### src/npt_pkg.sv
/*
 * constants for the nibble pair transfer decoder: opcodes, widths,
 * cycle counts. assumes a 10-bit instruction word and 4-bit data path.
 */
package npt_pkg;
    localparam int unsigned INSN_W = 10;
    localparam int unsigned NIB_W = 4;
    localparam int unsigned PAGE_W = 6;
    localparam int unsigned PCL_W = 7;
    localparam int unsigned PC_W = PAGE_W + PCL_W;
    localparam int unsigned STK_DEPTH = 8;
    localparam int unsigned SP_W = 3;
    // opcodes
    localparam logic [9:0] OP_RD_T1 = 10'h270;
    localparam logic [9:0] OP_RD_T2 = 10'h271;
    localparam logic [9:0] OP_RD_E = 10'h02A;
    localparam logic [3:0] OP_TBL_HI = 4'h2; // bits 9..6 of table read
    localparam int unsigned TBL_CYCLES = 3;
    localparam logic [SP_W-1:0] SP_RST = 3'h7;
    typedef enum logic [1:0] {NPT_IDLE, NPT_FETCH, NPT_RESTORE} npt_state_e;
endpackage

### src/npt_decoder.sv
/*
 * executes the nibble pair loads into accumulator and register b.
 * assumes instructions arrive one per cycle when insn_valid_i is high
 * and the caller holds off while busy_o is high; program memory data
 * are valid in the same cycle that rom_addr_o changes.
 */
//
// Function
// - timer one read: high nibble to b
// - timer one low nibble to acc, carry kept
// - timer two read: high nibble to b
// - timer two low nibble to acc, no skip
// - ext reg read: high nibble to b
// - table read: page operand, three cycles
`timescale 1ns/1ns
module npt_decoder
    import npt_pkg::*;
(
    // clock and reset
    input wire logic core_clk_i,
    input wire logic rst_b_i,
    // instruction stream
    input wire logic insn_valid_i,
    input wire logic [INSN_W-1:0] insn_i,
    input wire logic [PC_W-1:0] pc_i,
    // data sources
    input wire logic [7:0] timer_one_i,
    input wire logic [7:0] timer_two_i,
    input wire logic [7:0] ext_reg_i,
    input wire logic [INSN_W-1:0] rom_data_i,
    // results
    output logic [NIB_W-1:0] acc_o,
    output logic [NIB_W-1:0] reg_b_o,
    output logic load_o,
    output logic busy_o,
    output logic [PC_W-1:0] rom_addr_o,
    output logic [PC_W-1:0] pc_restore_o,
    output logic pc_restore_valid_o,
    output logic [SP_W-1:0] stack_pointer_o
);
    ////////////////////////////////////////////////////////////////////
    npt_state_e state_reg;
    logic [PC_W-1:0] stk_rdata;
    logic take;
    logic is_t1;
    logic is_t2;
    logic is_e;
    logic is_tbl;

    // decode only when not busy
    assign take = insn_valid_i && (state_reg == NPT_IDLE);
    assign is_t1 = take && (insn_i == OP_RD_T1);
    assign is_t2 = take && (insn_i == OP_RD_T2);
    assign is_e = take && (insn_i == OP_RD_E);
    assign is_tbl = take && (insn_i[9:6] == OP_TBL_HI);

    npt_stack u_stack (
        .core_clk_i(core_clk_i),
        .rst_b_i(rst_b_i),
        .wr_i(is_tbl),
        .addr_i(is_tbl ? stack_pointer_o + 3'h1 : stack_pointer_o),
        .wdata_i(pc_i),
        .rdata_o(stk_rdata)
    );

    ////////////////////////////////////////////////////////////////////
    // table read sequencer
    always_ff @(posedge core_clk_i or negedge rst_b_i) begin
        if (!rst_b_i) begin
            state_reg <= NPT_IDLE;
        end else begin
            unique case (state_reg)
                NPT_IDLE: if (is_tbl) state_reg <= NPT_FETCH;
                NPT_FETCH: state_reg <= NPT_RESTORE;
                NPT_RESTORE: state_reg <= NPT_IDLE;
            endcase
        end
    end

    // stack pointer push and pop
    always_ff @(posedge core_clk_i or negedge rst_b_i) begin
        if (!rst_b_i) begin
            stack_pointer_o <= SP_RST;
        end else if (is_tbl) begin
            stack_pointer_o <= stack_pointer_o + 3'h1;
        end else if (state_reg == NPT_RESTORE) begin
            stack_pointer_o <= stack_pointer_o - 3'h1;
        end
    end

    // table address: page high, low three bits of b over accumulator low
    always_ff @(posedge core_clk_i or negedge rst_b_i) begin
        if (!rst_b_i) begin
            rom_addr_o <= '0;
        end else if (is_tbl) begin
            rom_addr_o <= {insn_i[5:0], reg_b_o[2:0], acc_o};
        end
    end

    // restore of saved counter
    always_ff @(posedge core_clk_i or negedge rst_b_i) begin
        if (!rst_b_i) begin
            pc_restore_o <= '0;
            pc_restore_valid_o <= 1'b0;
        end else begin
            pc_restore_valid_o <= (state_reg == NPT_RESTORE);
            if (state_reg == NPT_RESTORE) begin
                pc_restore_o <= stk_rdata;
            end
        end
    end

    // busy while the table read runs
    always_ff @(posedge core_clk_i or negedge rst_b_i) begin
        if (!rst_b_i) begin
            busy_o <= 1'b0;
        end else begin
            busy_o <= is_tbl || (state_reg == NPT_FETCH);
        end
    end

    ////////////////////////////////////////////////////////////////////
    // nibble pair loads; carry and skip are not outputs here
    always_ff @(posedge core_clk_i or negedge rst_b_i) begin
        if (!rst_b_i) begin
            acc_o <= '0;
            reg_b_o <= '0;
            load_o <= 1'b0;
        end else begin
            load_o <= is_t1 || is_t2 || is_e || (state_reg == NPT_FETCH);
            if (is_t1) begin
                reg_b_o <= timer_one_i[7:4];
                acc_o <= timer_one_i[3:0];
            end else if (is_t2) begin
                reg_b_o <= timer_two_i[7:4];
                acc_o <= timer_two_i[3:0];
            end else if (is_e) begin
                reg_b_o <= ext_reg_i[7:4];
                acc_o <= ext_reg_i[3:0];
            end else if (state_reg == NPT_FETCH) begin
                reg_b_o <= rom_data_i[7:4];
                acc_o <= rom_data_i[3:0];
            end
        end
    end

    ////////////////////////////////////////////////////////////////////
    chk_timer_one_load: assert property (
        @(posedge core_clk_i) disable iff (!rst_b_i)
        is_t1 |=> (reg_b_o == $past(timer_one_i[7:4])) && load_o)
        else $error("timer one high nibble not in b");
    chk_timer_one_acc: assert property (
        @(posedge core_clk_i) disable iff (!rst_b_i)
        is_t1 |=> acc_o == $past(timer_one_i[3:0]))
        else $error("timer one low nibble not in acc");
    chk_timer_two_load: assert property (
        @(posedge core_clk_i) disable iff (!rst_b_i)
        is_t2 |=> reg_b_o == $past(timer_two_i[7:4]))
        else $error("timer two high nibble not in b");
    chk_timer_two_acc: assert property (
        @(posedge core_clk_i) disable iff (!rst_b_i)
        is_t2 |=> acc_o == $past(timer_two_i[3:0]) && !busy_o)
        else $error("timer two low nibble not in acc");
    chk_ext_reg_high: assert property (
        @(posedge core_clk_i) disable iff (!rst_b_i)
        is_e |=> reg_b_o == $past(ext_reg_i[7:4]))
        else $error("ext reg high nibble not in b");
    chk_ext_reg_low: assert property (
        @(posedge core_clk_i) disable iff (!rst_b_i)
        is_e |=> acc_o == $past(ext_reg_i[3:0]))
        else $error("ext reg low nibble not in acc");
    chk_table_three_cycles: assert property (
        @(posedge core_clk_i) disable iff (!rst_b_i)
        is_tbl |=> busy_o ##1 (busy_o && load_o) ##1 !busy_o)
        else $error("table read not three cycles");
    chk_table_restore_pc: assert property (
        @(posedge core_clk_i) disable iff (!rst_b_i)
        is_tbl |-> ##3 (pc_restore_valid_o && pc_restore_o == $past(pc_i, 3)
            && stack_pointer_o == $past(stack_pointer_o, 3)))
        else $error("saved counter not restored");

    ////////////////////////////////////////////////////////////////////
    // the word fetched from the table lands as a nibble pair
    chk_table_rom_word: assert property (
        @(posedge core_clk_i) disable iff (!rst_b_i)
        (state_reg == NPT_FETCH) |=>
            {reg_b_o, acc_o} == $past(rom_data_i[7:0]))
        else $error("table word not in acc and b");

    // page operand over low three bits of b and acc forms the table address
    chk_table_address: assert property (
        @(posedge core_clk_i) disable iff (!rst_b_i)
        is_tbl |=> rom_addr_o == {$past(insn_i[5:0]),
            $past(reg_b_o[2:0]), $past(acc_o)})
        else $error("table address not page over b and acc");

    // one push per table read, made at the take edge
    chk_stack_push: assert property (
        @(posedge core_clk_i) disable iff (!rst_b_i)
        is_tbl |=> (stack_pointer_o == $past(stack_pointer_o) + 3'h1)
            && busy_o)
        else $error("counter not pushed on table read");

    // an instruction offered in the restore cycle is refused
    chk_refused_busy: assert property (
        @(posedge core_clk_i) disable iff (!rst_b_i)
        (state_reg == NPT_RESTORE) |=> !load_o && $stable(acc_o)
            && $stable(reg_b_o))
        else $error("instruction taken while busy");

    // no load pulse without a taken load or a table fetch
    chk_no_stray_load: assert property (
        @(posedge core_clk_i) disable iff (!rst_b_i)
        !(is_t1 || is_t2 || is_e) && (state_reg != NPT_FETCH) |=> !load_o)
        else $error("load pulse without a load");

    // acc and b hold their pair between loads
    chk_pair_holds: assert property (
        @(posedge core_clk_i) disable iff (!rst_b_i)
        !(is_t1 || is_t2 || is_e) && (state_reg != NPT_FETCH) |=>
            $stable(acc_o) && $stable(reg_b_o))
        else $error("acc or b changed without a load");
endmodule

### src/npt_stack.sv
/*
 * small return stack for the table read: registered read data.
 * assumes one write or nothing per cycle.
 */
`timescale 1ns/1ns
module npt_stack
    import npt_pkg::*;
(
    // clock and reset
    input wire logic core_clk_i,
    input wire logic rst_b_i,
    // access
    input wire logic wr_i,
    input wire logic [SP_W-1:0] addr_i,
    input wire logic [PC_W-1:0] wdata_i,
    output logic [PC_W-1:0] rdata_o
);
    logic [PC_W-1:0] mem_reg [STK_DEPTH];

    // write port
    always_ff @(posedge core_clk_i) begin
        if (wr_i) begin
            mem_reg[addr_i] <= wdata_i;
        end
    end

    // registered read
    always_ff @(posedge core_clk_i or negedge rst_b_i) begin
        if (!rst_b_i) begin
            rdata_o <= '0;
        end else begin
            rdata_o <= mem_reg[addr_i];
        end
    end
endmodule

### config.mk
export PLATFORM = sky130hd
export DESIGN_NAME = npt_decoder
export DESIGN_NICKNAME = d
export VERILOG_FILES = /design/src/npt_pkg.sv /design/src/npt_decoder.sv /design/src/npt_stack.sv
export SDC_FILE = /design/constraint.sdc
export NUM_CORES = 1
export LEC_CHECK = 0
export ABC_AREA = 1
export CAP_MARGIN = 20
export CORE_AREA = 4 4 114 116
export CTS_BUF_LIST = sky130_fd_sc_hd__clkbuf_8
export DETAILED_ROUTE_END_ITERATION = 8
export DIE_AREA = 0 0 118 120
export DONT_BUFFER_PORTS = 1
export GPL_ROUTABILITY_DRIVEN = 1
export PLACE_DENSITY = 0.75
export REMOVE_ABC_BUFFERS = 1
export SLEW_MARGIN = 30
export SYNTH_ARGS = -nofsm -noshare
export SYNTH_HDL_FRONTEND = slang
export SYNTH_SLANG_ARGS = --single-unit
### constraint.sdc
create_clock -name core_clk_i -period 3.15 [get_ports core_clk_i]
set_clock_uncertainty 0.15 [all_clocks]
set_input_delay 0.1575 -clock core_clk_i [delete_from_list [all_inputs] [get_ports core_clk_i]]
set_output_delay 0.1575 -clock core_clk_i [all_outputs]
set_load 0.01 [all_outputs]
==> flow_summary.yaml <==
critical_path:
  startpoint_type: "flip-flop"
  end_kind: "flip-flop"
  crit_type: "flip-flop to flip-flop"
  reg2reg_slack_ns: 0.16
  crit_start: "state_reg[0]"
  crit_path_end: "reg_b_o[0]"
  cp.arrival_ns: 3.24
  path_max_fanout: 10
  r2r_start: "state_reg[0]"
  crit_required_ns: 3.40
  reg2reg_depth: 13
  r2r-end: "reg_b_o[0]"
grt:
  grt_usage_pct: 21.88
  antenna_found_initial: 0
  grt_pass1_vias: 4881
  grt_overflow: 0
  grt_max_degree: 56
  grt_pass1_wl_um: 24080
synth:
  synth.top_cells.by_area: "edfxtp_1 (45%), dfrtp_1 (19%), nand2_1 (16%)"
  synth_top_family_by_area: "simple AND/OR/NAND/NOR gates"
  syn-instance-count: 655
  synth_compound_area_share_pct: 2.758
  yosys.area_share.adder_pct: 1.270
  syn_area_um2: 6897
  synthXorXnorAreaFrac_pct: 0.2540
  synth_seq_cells: 159
  yosys_warnings: 0
  synth-simple-area-share_pct: 21.66
  synth_mux_area_share_pct: 3.774
  ys_types: 31
  synth_top_area_share_pct: 45.28
  syn_avg_cell_area_um2: 10.53
  synth_top_area_cell: "edfxtp_1"
  yosysSeqAreaShare_pct: 65.29
routing:
  dr.first_iter.drc_count: 388
  firstDrtPassIters: 5
  routedWlPerCell_um: 16.71
  drc: 0
  vias_per_cell: 5.404
  ant_nets: 0
  via_count: 4793
  drt-total-wl_um: 14830
sta:
  slew_headroom_pct: 56.80
  setup_viol: 0
  post-route-period-util_pct: 94.88
  period_minus_slack_ns: 2.989
  slew_violations: 0
  finalWorstSetupSlack_ns: 0.1613
  fin_setup_tns_ns: 0
  fmax_ghz: 0.3346
  hold_violations: 1
  worst_slew_pin_slew_ns: 0.6473
  hold_ws_ns: -0.002527
  rsz0062_at_grt: "true"
cells_and_area:
  fin_nets: 794
  multiInputGateArea_um2: 2062
  final_cell_mix: "nand2_1 (286), edfxtp_1 (104), dfrtp_1 (52)"
  regArea_um2: 4503
  layout-drive-gt1-share_pct: 10.27
  final_common_cell: "nand2_1"
  final_area_um2: 8044
  largest_register_ffs: 104
  post-route-util_pct: 67.53
  fillers: 846
  insertedDiodeCount: 0
  area_delta_synth_final_pct: 16.64
power:
  seq_power_share_pct: 47.9
  clockPowerShare_pct: 23.2
  p_int_w: 0.003939
  swShare_pct: 35.83
  leakage_nw: 3.590
  powerDensity_nw_per_um2: 763.2
  ir_drop_mv: 0.4119
  comb_power_share_pct: 28.9
  switching_power_w: 0.002200
clock_tree:
  clk_pin_slew_ns: 0.08
  root_buffer: "clkbuf_8"
  cts_max_path_buffers: 2
  htree_levels: 4
  cts_tree: "done"
  cts_buffers: 17
  clock-sinks: 159
  clock_latency_ns: 0.45
placed_design:
  numPortBuffers: 0
  dpl_cell_area_um2: 7107
  post-place-ws_ns: 0.2167
  post-dp-hpwl_um: 9063
  gp_congestion: 0.8636
floorplan:
  design.portCount: 100
  die_x_um: 118
  fp.dieArea_um2: 14160
  coreArea_um2: 11910
  row_count: 40
  fp.dieH_um: 120
  initial_core_util_pct: 57.90
job:
  drv_cap: 0
min_path:
  hold_start: "insn_i[1]"
  hold_path_class: "primary input to flip-flop"
run_status:
  status: "complete, but fails checks"
  violations: "negative hold slack"
-- per-stage QoR --
stage / std cells / hold slack (ns) / power (W)
2_1_floorplan: 633 / -0.2881 / 0.004147
3_3_place_gp: 803 / -0.2865 / 0.004563
3_5_place_dp: 803 / -0.2861 / 0.004621
4_1_cts: 887 / 0.01713 / 0.006173
5_1_grt: 887 / 0.01299 / 0.006561
6_report: 887 / -0.002527 / 0.006139
-- kinds of logic (layout without fill, tap and decap cells) --
kind of cell | after synthesis | after routing
fa+ha+maj | 7 | 7
mux | 26 | 26
flops | 159 | 159
compound gates | 38 | 38
xor+xnor | 2 | 2
buf+inv | 70 | 155
simple gates | 353 | 353
-- cell type report --
| type | instances | share of cell area, % |
|---|---|---|
| inverters | 48 | 2.271 |
| repair buffers | 75 | 9.084 |
| flip-flops and latches | 159 | 55.98 |
| multi-input cells | 426 | 25.63 |
| clock inverters | 15 | 1.835 |
| clock buffers | 17 | 2.909 |
| well taps | 147 | 2.287 |
-- synthesized netlist by cell type --
cell,instances
buf_12,1
clkbuf_1,6
mux2i_1,26
dfrtp_1,52
buf_2,8
buf_6,5
inv_4,1
inv_1,44
nand2_8,1
o21ai_1,13
nand3_1,25
nand2_2,3
clkinv_1,1
nand3_2,1
buf_8,1
a21oi_1,1
nor2_1,19
inv_2,2
ha_1,7
nand2_4,2
edfxtp_1,104
o21ai_0,24
nand3_4,2
nand4_1,8
nor2_4,3
nor2_2,2
buf_4,1
nand2_1,286
dfstp_2,3
xnor2_1,2
nand4_4,1
-- repair_timing --
action | in CTS | in global routing
hold buffers | 52 | 0
hold endpoints to repair | 183 | 0
buffers inserted | 0 | 0
gates resized for setup | 0 | 4
setup endpoints to repair | 0 | 9
-- critical path, stage by stage (launching register included) --
cell and delay [ns]:
dfrtp_1 0.40, inv_1 0.09, ha_1 0.18, nand2_2 0.09, nor2_4 0.15, buf_6 0.17
nand3_4 0.16, nand2_1 0.13, nand3_1 0.09, dlygate4sd3_1 0.58, nand2_1 0.06, dlygate4sd3_1 0.55
nand2_1 0.05, nand2_1 0.06
-- how the worst min path moves through the flow --
stage | endpoint | cells past startpoint | slack, ns
6_report | load_o | 4 | -0.003
5_1_grt | load_o | 4 | 0.01
4_1_cts | load_o | 4 | 0.02
3_5_place_dp | rom_addr_o[9] | 0 | -0.29
3_3_place_gp | busy_o | 0 | -0.29
2_1_floorplan | acc_o[0] | 0 | -0.29
-- routing by layer --
metal  GRT usage, %  share of wire (%)  vias up
met3          7.587                9.5       36
li1               -                  -     2288
met5              0                  0        -
met2          37.91                 50      230
met1          24.84                 39     2239
met4          9.011                2.3        0
-- power groups by stage --
| stage | combinational [W] | sequential, W | clock, W |
|---|---|---|---|
| 2_1_floorplan | 0.00125 | 0.00290 | 0 |
| 3_3_place_gp | 0.00158 | 0.00298 | 0 |
| 3_5_place_dp | 0.00163 | 0.00299 | 0 |
| 4_1_cts | 0.00177 | 0.00294 | 0.00146 |
| 5_1_grt | 0.00202 | 0.00298 | 0.00156 |
| 6_report | 0.00177 | 0.00294 | 0.00142 |
Note: power is estimated with default switching activity, not from simulation.
